===== config.mk =====
export PLATFORM = sky130hd
export DESIGN_NAME = tuws_top
export DESIGN_NICKNAME = d
export VERILOG_FILES = /design/src/include/tuws_pkg.sv /design/src/core/tuws_top.sv
export SDC_FILE = /design/constraint.sdc
export NUM_CORES = 1
export LEC_CHECK = 0
export ABC_AREA = 1
export BUFFER_PORTS_ARGS = -buffer_cell sky130_fd_sc_hd__buf_2
export CAP_MARGIN = 15
export CORE_AREA = 2 2 128 192
export CTS_CLUSTER_SIZE = 8
export DETAILED_ROUTE_END_ITERATION = 7
export DIE_AREA = 0 0 130 194
export PLACE_DENSITY = 0.68
export SYNTH_ARGS = -nofsm -noshare
export SYNTH_HDL_FRONTEND = slang
export SYNTH_SLANG_ARGS = --single-unit
export TNS_END_PERCENT = 50

===== constraint.sdc =====
create_clock -name REF_CLK -period 2.1 [get_ports REF_CLK]
set_input_delay 0.63 -clock REF_CLK [delete_from_list [all_inputs] [get_ports REF_CLK]]
set_output_delay 0.63 -clock REF_CLK [all_outputs]
set_load 0.01 [all_outputs]

===== src/include/tuws_pkg.sv =====
// constants and types for the tape unload window sequencer
package tuws_pkg;
  localparam int CLK_HZ = 10000000;
  // debounce settle time in microseconds
  localparam int DEB_US = 200;
  localparam int DEB_CYC = (DEB_US * (CLK_HZ / 1000000) > 0) ? DEB_US * (CLK_HZ / 1000000) : 1;
  localparam int DEB_W = 12;
  // tape-detected hold-off in milliseconds
  localparam int TAIL_MS = 500;
  localparam int TAIL_W = 24;
  localparam logic [TAIL_W-1:0] TAIL_CYC_DEF = TAIL_W'(TAIL_MS * (CLK_HZ / 1000));
  localparam int NIN = 11;
  localparam int IX_RESET_PB = 0;
  localparam int IX_UNLOAD_PB = 1;
  localparam int IX_LOAD_PB = 2;
  localparam int IX_RCUV = 3;
  localparam int IX_RCLV = 4;
  localparam int IX_LCLV = 5;
  localparam int IX_REELS = 6;
  localparam int IX_TAPE = 7;
  localparam int IX_UPSW = 8;
  localparam int IX_DNSW = 9;
  localparam int IX_BAIL = 10;
  localparam int IX_HUB = 11;
  localparam int IX_BOT = 12;
  localparam int NDB = 13;
  // interrupt status bits
  localparam int NIRQ = 3;
  localparam int EV_DONE = 0;
  localparam int EV_BAIL = 1;
  localparam int EV_EMPTY = 2;
  localparam logic [7:0] A_CTRL = 8'h00;
  localparam logic [7:0] A_STAT = 8'h04;
  localparam logic [7:0] A_ISTAT = 8'h08;
  localparam logic [7:0] A_IMASK = 8'h0c;
  localparam logic [31:0] BAD_DATA = 32'hdeadbeef;
  typedef enum logic [2:0] {
    S_IDLE, S_REWIND, S_RIGHT_OUT, S_LEFT_OUT, S_WIND, S_TAIL, S_VENT
  } tuws_state_t;
endpackage


===== src/core/tuws_top.sv =====
// tape unload sequencer with window control and wishbone status port
//
// Summary of operation
// - reset button clears ready state
// - unload button sets flags, clears operator control
// - unload runs right reel counterclockwise
// - right upper switch drops pneumatics
// - both lower switches give columns empty
// - columns empty: valve, pneumatics, left clockwise
// - reels loaded: pneumatics off, both counterclockwise
// - reels run until tape end passes sensor
// - tape-detected delayed so right reel finishes
// - tape loss sets finished, clears in-progress
// - in-progress clear switches pneumatics off
// - window lowers after unload only below hub pressure
// - raise on load or reset, lower after unload
// - relay held, motor until up limit
// - relay dropped, motor until down limit
// - safety bail drops relay, lowers window
// - finished needs columns empty and no tape
// - rewind to marker before unloading
`timescale 1ns/1ps
module tuws_top #(
  parameter logic [tuws_pkg::TAIL_W-1:0] TAIL_CYC = tuws_pkg::TAIL_CYC_DEF
) (
  // clock and reset
  input wire logic REF_CLK,
  input wire logic RST,
  // operator pushbuttons, high while pressed
  input wire logic RESET_PB,
  input wire logic UNLOAD_PB,
  input wire logic LOAD_PB,
  // sensors, high when transferred or active
  input wire logic RIGHT_COLUMN_UPPER_VACUUM_SWITCH,
  input wire logic RIGHT_COLUMN_LOWER_VACUUM_SWITCH,
  input wire logic LEFT_COLUMN_LOWER_VACUUM_SWITCH,
  input wire logic REELS_LOADED,
  input wire logic TAPE_SENSE,
  input wire logic AT_BOT,
  input wire logic HUB_PRESSURE_LOW,
  // window switches, high while closed; bail high when transferred
  input wire logic WINDOW_UP_SW,
  input wire logic WINDOW_DOWN_SW,
  input wire logic SAFETY_BAIL,
  // drives
  output logic READY,
  output logic OPERATOR_CONTROL,
  output logic EJECT_IN_PROGRESS,
  output logic REWIND_UNLOAD,
  output logic UNLOAD_FINISHED,
  output logic COLUMNS_EMPTY,
  output logic TAPE_DETECTED,
  output logic REWIND_DRIVE,
  output logic RIGHT_REEL_RUN,
  output logic RIGHT_REEL_CCW,
  output logic LEFT_REEL_RUN,
  output logic LEFT_REEL_CCW,
  output logic PNEUMATICS_ON,
  output logic TRANSFER_VALVE,
  output logic WINDOW_RELAY,
  output logic WINDOW_MOTOR_ON,
  // wishbone classic slave
  input wire logic WB_CYC,
  input wire logic WB_STB,
  input wire logic WB_WE,
  input wire logic [7:0] WB_ADR,
  input wire logic [3:0] WB_SEL,
  input wire logic [31:0] WB_DAT_I,
  output logic [31:0] WB_DAT_O,
  output logic WB_ACK,
  output logic IRQ
);
  typedef struct packed {
    logic [tuws_pkg::NDB-1:0] s1;
    logic [tuws_pkg::NDB-1:0] s2;
    logic [tuws_pkg::NDB-1:0] db;
    logic [tuws_pkg::NDB*tuws_pkg::DEB_W-1:0] cnt;
    logic [tuws_pkg::NDB-1:0] db_d;
    tuws_pkg::tuws_state_t st;
    logic [tuws_pkg::TAIL_W-1:0] tail;
    logic ready;
    logic opctl;
    logic eject;
    logic rwu;
    logic fin;
    logic tdet;
    logic rr_run;
    logic rr_ccw;
    logic lr_run;
    logic lr_ccw;
    logic rew;
    logic pneu;
    logic valve;
    logic relay;
    logic wmot;
    logic sw_unload;
    logic sw_reset;
    logic [tuws_pkg::NIRQ-1:0] ist;
    logic [tuws_pkg::NIRQ-1:0] imask;
    logic [31:0] dato;
    logic ack;
    logic irq;
    logic cempty;
  } tuws_regs_t;

  tuws_regs_t r_reg;
  tuws_regs_t r_next;
  logic [tuws_pkg::NDB-1:0] raw;
  logic [tuws_pkg::NDB-1:0] rise;
  logic empty;
  logic wb_req;
  logic [tuws_pkg::NIRQ-1:0] ev;

  assign raw = {AT_BOT, HUB_PRESSURE_LOW, SAFETY_BAIL, WINDOW_DOWN_SW, WINDOW_UP_SW, TAPE_SENSE, REELS_LOADED,
                LEFT_COLUMN_LOWER_VACUUM_SWITCH, RIGHT_COLUMN_LOWER_VACUUM_SWITCH,
                RIGHT_COLUMN_UPPER_VACUUM_SWITCH, LOAD_PB, UNLOAD_PB, RESET_PB};
  assign rise = r_reg.db & ~r_reg.db_d;
  assign empty = r_reg.db[tuws_pkg::IX_RCLV] & r_reg.db[tuws_pkg::IX_LCLV];
  assign wb_req = WB_CYC & WB_STB & ~r_reg.ack;

  always_comb begin
    logic unload_go;
    logic reset_go;
    logic raise_go;
    unload_go = 1'b0;
    reset_go = 1'b0;
    raise_go = 1'b0;
    ev = '0;
    r_next = r_reg;
    r_next.s1 = raw;
    r_next.s2 = r_reg.s1;
    r_next.db_d = r_reg.db;
    // stable-for-settle-time filter; the second stage alone is read
    for (int i = 0; i < tuws_pkg::NDB; i++) begin
      if (r_reg.s2[i] == r_reg.db[i]) begin
        r_next.cnt[i*tuws_pkg::DEB_W +: tuws_pkg::DEB_W] = '0;
      end else if (r_reg.cnt[i*tuws_pkg::DEB_W +: tuws_pkg::DEB_W] == tuws_pkg::DEB_W'(tuws_pkg::DEB_CYC - 1)) begin
        r_next.db[i] = r_reg.s2[i];
        r_next.cnt[i*tuws_pkg::DEB_W +: tuws_pkg::DEB_W] = '0;
      end else begin
        r_next.cnt[i*tuws_pkg::DEB_W +: tuws_pkg::DEB_W] = r_reg.cnt[i*tuws_pkg::DEB_W +: tuws_pkg::DEB_W] + 1'b1;
      end
    end
    // registered copy keeps the status pin glitch free, same timing as the debounced pair
    r_next.cempty = r_next.db[tuws_pkg::IX_RCLV] & r_next.db[tuws_pkg::IX_LCLV];
    reset_go = rise[tuws_pkg::IX_RESET_PB] | r_reg.sw_reset;
    unload_go = (rise[tuws_pkg::IX_UNLOAD_PB] | r_reg.sw_unload) && r_reg.st == tuws_pkg::S_IDLE;
    raise_go = reset_go | rise[tuws_pkg::IX_LOAD_PB];
    r_next.sw_reset = 1'b0;
    r_next.sw_unload = 1'b0;
    if (reset_go) begin
      r_next.ready = 1'b0;
    end
    if (rise[tuws_pkg::IX_LOAD_PB]) begin
      r_next.ready = 1'b1;
      r_next.opctl = 1'b1;
      r_next.fin = 1'b0;
    end
    if (unload_go) begin
      r_next.eject = 1'b1;
      r_next.rwu = 1'b1;
      r_next.opctl = 1'b0;
      r_next.fin = 1'b0;
      r_next.ready = 1'b0;
      r_next.tdet = 1'b1;
      r_next.pneu = 1'b1;
      r_next.st = r_reg.db[tuws_pkg::IX_BOT] ? tuws_pkg::S_RIGHT_OUT : tuws_pkg::S_REWIND;
    end
    case (r_reg.st)
      tuws_pkg::S_IDLE: begin
        r_next.rew = 1'b0;
      end
      tuws_pkg::S_REWIND: begin
        r_next.rew = 1'b1;
        if (r_reg.db[tuws_pkg::IX_BOT]) begin
          r_next.rew = 1'b0;
          r_next.st = tuws_pkg::S_RIGHT_OUT;
        end
      end
      tuws_pkg::S_RIGHT_OUT: begin
        r_next.rr_run = 1'b1;
        r_next.rr_ccw = 1'b1;
        if (r_reg.db[tuws_pkg::IX_RCUV]) begin
          r_next.pneu = 1'b0;
        end
        if (empty) begin
          r_next.valve = 1'b1;
          r_next.pneu = 1'b1;
          r_next.rr_run = 1'b0;
          r_next.lr_run = 1'b1;
          r_next.lr_ccw = 1'b0;
          ev[tuws_pkg::EV_EMPTY] = 1'b1;
          r_next.st = tuws_pkg::S_LEFT_OUT;
        end
      end
      tuws_pkg::S_LEFT_OUT: begin
        if (r_reg.db[tuws_pkg::IX_REELS]) begin
          r_next.pneu = 1'b0;
          r_next.rr_run = 1'b1;
          r_next.rr_ccw = 1'b1;
          r_next.lr_run = 1'b1;
          r_next.lr_ccw = 1'b1;
          r_next.st = tuws_pkg::S_WIND;
        end
      end
      tuws_pkg::S_WIND: begin
        if (!r_reg.db[tuws_pkg::IX_TAPE]) begin
          r_next.tail = TAIL_CYC;
          r_next.st = tuws_pkg::S_TAIL;
        end
      end
      tuws_pkg::S_TAIL: begin
        // hold tape-detected so the right reel takes up the leader end
        if (r_reg.tail != '0) begin
          r_next.tail = r_reg.tail - 1'b1;
        end else if (empty) begin
          r_next.tdet = 1'b0;
          r_next.rr_run = 1'b0;
          r_next.lr_run = 1'b0;
          r_next.fin = 1'b1;
          r_next.eject = 1'b0;
          r_next.pneu = 1'b0;
          r_next.valve = 1'b0;
          r_next.rwu = 1'b0;
          ev[tuws_pkg::EV_DONE] = 1'b1;
          r_next.st = tuws_pkg::S_VENT;
        end
      end
      tuws_pkg::S_VENT: begin
        if (r_reg.db[tuws_pkg::IX_HUB]) begin
          r_next.relay = 1'b0;
          r_next.st = tuws_pkg::S_IDLE;
        end
      end
      default: r_next.st = tuws_pkg::S_IDLE;
    endcase
    if (raise_go) begin
      r_next.relay = 1'b1;
    end
    if (r_reg.db[tuws_pkg::IX_BAIL]) begin
      r_next.relay = 1'b0;
      ev[tuws_pkg::EV_BAIL] = rise[tuws_pkg::IX_BAIL];
    end
    // motor runs while the limit switch for the commanded direction is closed
    if (r_reg.relay) begin
      r_next.wmot = r_reg.db[tuws_pkg::IX_UPSW];
    end else begin
      r_next.wmot = r_reg.db[tuws_pkg::IX_DNSW];
    end
    // bus slave: one wait state, ack for a single cycle
    r_next.ack = wb_req;
    if (wb_req) begin
      r_next.dato = '0;
      if (WB_ADR == tuws_pkg::A_CTRL) begin
        if (WB_WE && WB_SEL[0]) begin
          r_next.sw_reset = WB_DAT_I[0];
          r_next.sw_unload = WB_DAT_I[1];
        end
      end else if (WB_ADR == tuws_pkg::A_STAT) begin
        r_next.dato = {21'h0, r_reg.st, r_reg.relay, r_reg.pneu, r_reg.tdet, empty, r_reg.fin, r_reg.rwu,
                       r_reg.eject, r_reg.ready};
      end else if (WB_ADR == tuws_pkg::A_ISTAT) begin
        if (!WB_WE) begin
          r_next.dato = {29'h0, r_reg.ist};
          r_next.ist = '0;
        end
      end else if (WB_ADR == tuws_pkg::A_IMASK) begin
        r_next.dato = {29'h0, r_reg.imask};
        if (WB_WE && WB_SEL[0]) begin
          r_next.imask = WB_DAT_I[tuws_pkg::NIRQ-1:0];
        end
      end else begin
        r_next.dato = tuws_pkg::BAD_DATA;
      end
    end
    // an event in the clearing read cycle stays set
    r_next.ist = r_next.ist | ev;
    r_next.irq = |(r_next.ist & r_next.imask);
  end

  always_ff @(posedge REF_CLK) begin
    if (RST) begin
      r_reg <= '0;
      r_reg.st <= tuws_pkg::S_IDLE;
    end else begin
      r_reg <= r_next;
    end
  end

  assign READY = r_reg.ready;
  assign OPERATOR_CONTROL = r_reg.opctl;
  assign EJECT_IN_PROGRESS = r_reg.eject;
  assign REWIND_UNLOAD = r_reg.rwu;
  assign UNLOAD_FINISHED = r_reg.fin;
  assign COLUMNS_EMPTY = r_reg.cempty;
  assign TAPE_DETECTED = r_reg.tdet;
  assign REWIND_DRIVE = r_reg.rew;
  assign RIGHT_REEL_RUN = r_reg.rr_run;
  assign RIGHT_REEL_CCW = r_reg.rr_ccw;
  assign LEFT_REEL_RUN = r_reg.lr_run;
  assign LEFT_REEL_CCW = r_reg.lr_ccw;
  assign PNEUMATICS_ON = r_reg.pneu;
  assign TRANSFER_VALVE = r_reg.valve;
  assign WINDOW_RELAY = r_reg.relay;
  assign WINDOW_MOTOR_ON = r_reg.wmot;
  assign WB_DAT_O = r_reg.dato;
  assign WB_ACK = r_reg.ack;
  assign IRQ = r_reg.irq;
endmodule


# After elaboration in Yosys (flattened, before gate mapping)
# Index checks and enable logic that the tools add are counted.
[classes]
n_mux = 63
bitwise_logic = 26
n_eq_ne = 41
n_addsub = 14
reduce_logical = 48
[op_table]
columns = ["operator", "count"]
rows = [
  ["12-bit by 1-bit adder with 12-bit output (second input constant)", 13],
  ["12-bit by 11-bit == test with 1-bit output (second input constant)", 13],
  ["32-bit two-way mux", 3],
  ["38-bit two-way mux", 2],
  ["24-bit case mux with 2 select lines", 1],
  ["3-bit OR reduction", 14],
  ["3-bit two-way mux", 13],
  ["27-bit two-way mux", 1],
  ["2-bit AND reduction", 13],
  ["24-bit two-way mux", 1],
  ["24-bit nonzero test", 1],
  ["24-bit by 1-bit subtractor with 24-bit output (second input constant)", 1],
  ["1-bit two-way mux", 22],
  ["3-bit case mux with 7 select lines", 1],
  ["8-bit by 4-bit == test with 1-bit output (second input constant)", 2],
  ["1-bit inverter", 15],
  ["2-bit nonzero test", 7],
  ["1-bit == test", 13],
  ["2-bit two-way mux", 6],
  ["4-bit two-way mux", 3],
  ["2-bit inequality test (second input constant)", 6],
  ["11-bit AND", 1],
  ["11-bit inverter", 1],
  ["5-bit two-way mux", 2],
  ["other kinds (20)", 37],
]
[totals]
reg_bits = 291
out_inout_bits = 50
word_cells = 245
in_bits = 62

# Depth between registers and ports, before layout
[logic_depth]
word_depth = 10
ltp_mapped = 13
ltp_nobuf = 13

# Worst setup path after synthesis
# OpenSTA, ideal clock, no wires.
[synth_timing]
path_kind = "input to register"
from = "input port WB_ADR[4]"
to = "register r_reg, in the netlist IRQ"
cell_stages = 12
t_required_ps = 1987
arrival_time_ps = 1558
path_buffers = 0
setup_time_ps = 113
slack_ps = 429
path_cell_list = "inv_1 nand2_1 nor2_2 nand2_1 nand2_1 nand2_1 nand2_1 nand2_1 nand2_1 nand2_1 nand2_1 nand2_1"
[synth_between]
elab_chain_len = 8
elab_cells_between_ends = 13
classes_between = "eq/ne: 3; mux: 6; bitwise: 2; reduce/logical: 2"
[synth_lines]
columns = ["item", "line", "source"]
rows = [
  ["start, declared", "tuws_top.sv:66", "input wire logic [7:0] WB_ADR,"],
  ["8-bit by 4-bit == test with 1-bit output (on tied branches)", "tuws_top.sv:262, tuws_top.sv:267", ""],
  ["3-bit two-way mux (on tied branches)", "tuws_top.sv:262, tuws_top.sv:267", ""],
  ["6-bit two-way mux or 3-bit two-way mux (tied branches)", "tuws_top.sv:259, tuws_top.sv:262", ""],
  ["38-bit two-way mux (*)", "tuws_top.sv:254", "if (WB_ADR == tuws_pkg::A_CTRL) begin"],
  ["38-bit two-way mux (*)", "tuws_top.sv:252", "if (wb_req) begin"],
  ["3-bit bitwise OR or 38-bit two-way mux (tied branches)", "tuws_top.sv:277, tuws_top.sv:252", ""],
  ["3-bit AND (*)", "tuws_top.sv:278", "r_next.irq = |(r_next.ist & r_next.imask);"],
  ["3-bit OR reduction (*)", "tuws_top.sv:278", ""],
  ["end signal, assigned", "tuws_top.sv:286", "r_reg <= r_next;"],
  ["end, declared", "tuws_top.sv:106", "tuws_regs_t r_reg;"],
]
# Mark *: on every way between the ends. The rest lies on a longest branch, timed or not.
# A chain may end at the register's enable or synchronous reset.

# Worst setup path in the final report
[layout_timing]
from = "register r_reg, in the netlist WB_DAT_O[30]"
to = "output port WB_DAT_O[30]"
[layout_rtl]
columns = ["item", "line", "source"]
rows = [
  ["end, declared", "tuws_top.sv:69", "output logic [31:0] WB_DAT_O,"],
]
# No word-level cell between the ends.

==> run_results.csv <==
group,metric,value,unit
route,avgViaCountPerCell,4.949,
sta,clock.fmax,537.1,MHz
pwr,powerDensity,818.6,nW/µm²
outcome,outcome,"complete, no violations",
route,ant_nets,0,
sta,setup_violations,0,
clocking,cts_root_buf,"clkbuf_16",
global_routing,grt.overflow.total,0,
pwr,total_leakage_power,5.444,nW
clocking,holdBufCountCts,0,
sta,post-route-min-period,1.862,ns
route,drt-wirelength-per-cell,11.49,µm
route,drt_pass1_iterations,4,
place,dp_slack,0.08209,ns
global_routing,track_usage,18.18,%
final_layout,fin_util,55.64,%
job,maxCapViolCount,0,
global_routing,grt_pass1_vias,9140,
final_layout,synthToLayoutAreaGrowth,13.61,%
worst_setup_path,worst_ep_required_time,1.47,ns
sta,clock-skew-final,0.01049,ns
worst_setup_path,cp.arrival,1.23,ns
worst_setup_path,crit_type,"register to output port",
min_path,holdCritPathClass,"input port to register",
clocking,clk_path_buf_depth,3,
final_layout,largest_register_ffs,208,
sta,hold_viol,0,
global_routing,antenna_found_initial,0,
global_routing,met3_usage,3.394,%
clocking,cts.sinks,264,
floorplan,die_area,25220,µm²
final_layout,nFillCells,2232,
clocking,post_cts_resized,0,
route,vias,9725,
global_routing,top_usage_layer,"met2",
global_routing,grt_pass1_wl,38.82,mm
floorplan,ioPinCount,112,
logic_synthesis,ys_types,46,
clocking,insertion_delay,0.50,ns
sta,rsz0062_at_grt,"false",
worst_setup_path,cp_slowest_stage_delay,0.53,ns
floorplan,fp.coreArea,23570,µm²
route,routed_wirelength,22.59,mm
worst_setup_path,crit_chain,"buf_2",
logic_synthesis,yosysWarnings,0,
logic_synthesis,synth_area_per_cell,7.352,µm²
clocking,cts_made_buffers,38,
sta,drv_slew,0,
global_routing,use_met1,21.17,%
global_routing,grt_use_met2,32.62,%
final_layout,final_common_cell,"nor2_1",
clocking,cts_max_level,2,
sta,fin_tns_setup,0,ns
final_layout,nets,1721,
final_layout,drive_above_1_share,9.660,%
worst_setup_path,crit_buf_inv,1,
sta,finalWorstSetupSlack,0.2383,ns
floorplan,die_y,194,µm
final_layout,diodes,0,
place,place_hpwl,16.19,mm
logic_synthesis,synth_seq_cells,264,
worst_setup_path,end_kind,"output port",
route,drt_iter0_drc,363,
worst_setup_path,crit_family,"flip-flops",
final_layout,final_cell_mix,"nor2_1 (285), dfxtp_1 (264), nand2_1 (252)",
place,io_buffers,73,
logic_synthesis,synth_area,11540,µm²
logic_synthesis,netlist_instances,1570,
clocking,cts_tree,"yes",
logic_synthesis,yosysSeqAreaShare,45.79,%
route,drc,0,
pwr,ir_drop,0.4878,mV
floorplan,initial_core_util,48.97,%
floorplan,die-width,130,µm
global_routing,grt_max_degree,55,
worst_setup_path,crit_slowest_cell,"dfxtp_1",
clocking,clkSlewWorstSetupHoldPaths,0.05,ns
place,gp_congestion,0.8652,
sta,timing.final.crit_share,88.65,%
worst_setup_path,crit_fanout,16,
sta,max-slew-margin-rel,58.05,%
worst_setup_path,worstSetupStartpointType,"register",
clocking,post_cts_buffers,0,
sta,tightest_slew,0.6244,ns
floorplan,rows,69,
## area by class of cell
type	count	area [µm²]	area share, %
clock buffers	41	1026	7.824
inverters	219	822.0	6.268
multi-input cells	1033	5084	38.77
flip-flops and latches	264	5285	40.30
well taps	319	399.1	3.044
repair buffers	89	498.0	3.797
## power by group
part / internal (mW) / leakage, nW / switching (mW)
Clock: 3.38 / 0.505 / 1.98
Sequential: 5.07 / 2.13 / 0.0264
Combinational: 0.0987 / 2.80 / 0.175
Total: 8.55 / 5.44 / 2.18
## cell usage after synthesis (all sizes together)
cell     count  share of area (%)
a211oi      10               0.65
a21o         1              0.065
a21oi      103                4.5
a311oi       1              0.076
a31o         2               0.15
a31oi       13               0.70
and2         1              0.054
and3         9               0.49
buf         50                2.9
clkbuf       9               0.29
clkinv       2              0.065
conb         1              0.032
dfxtp      264                 46
ha          14                1.5
inv        217                7.1
mux2i        1              0.087
nand2      259                8.7
nand3       79                3.5
nand3b       8               0.52
nand4       21                1.1
nor2       292                9.7
nor3        52                2.3
nor3b       29                1.9
nor4         5               0.27
o2111ai      2               0.15
o211ai       1              0.065
o21a        12               0.78
o21ai       53                2.3
o21bai       3               0.20
o22ai        4               0.22
or2          5               0.27
xnor2       20                1.5
xor2        27                2.0
## final timing paths
path | slack (ns) | startpoint | depth (start not counted) | to
max | 0.24 | WB_DAT_O[30] | 1 | WB_DAT_O[30]
min | 0.33 | LOAD_PB | 3 | r_next[269]
max reg2reg | 0.24 | r_reg[58] | 10 | r_reg[71]
min reg2reg | 0.40 | r_next[268] | 2 | r_reg[268]
## metal layers
metal | routed length, µm | share of wire [%]
met5 | 0 | 0
met4 | 534 | 2.4
met3 | 1009 | 4.5
met2 | 11300 | 50
met1 | 9737 | 43
## metrics by stage
stage,total power [mW],instances,hold slack [ns],instance area [µm²]
floorplan,5.405,1575,0.3883,11560
global placement,5.466,1924,0.3983,12090
detailed placement,5.471,1924,0.3916,12090
CTS,10.87,1965,0.3198,13110
global route,11.10,1965,0.3310,13110
finish,10.74,1965,0.3302,13110
## cells by family (layout without fill, tap and decap cells)
logic type | count (synthesis) | after routing | synth area share [%]
and+or+nand+nor | 760 | 760 | 28.79
buffers and inverters | 278 | 349 | 10.33
DFF | 264 | 264 | 45.79
AOI/OAI and AO/OA | 205 | 205 | 9.886
xor gates and xnor gates | 47 | 47 | 3.566
adders and majority gates | 14 | 14 | 1.518
other | 1 | 6 | 0.03249
muxes | 1 | 1 | 0.08672
No activity file was read; power rests on OpenSTA's default activity.
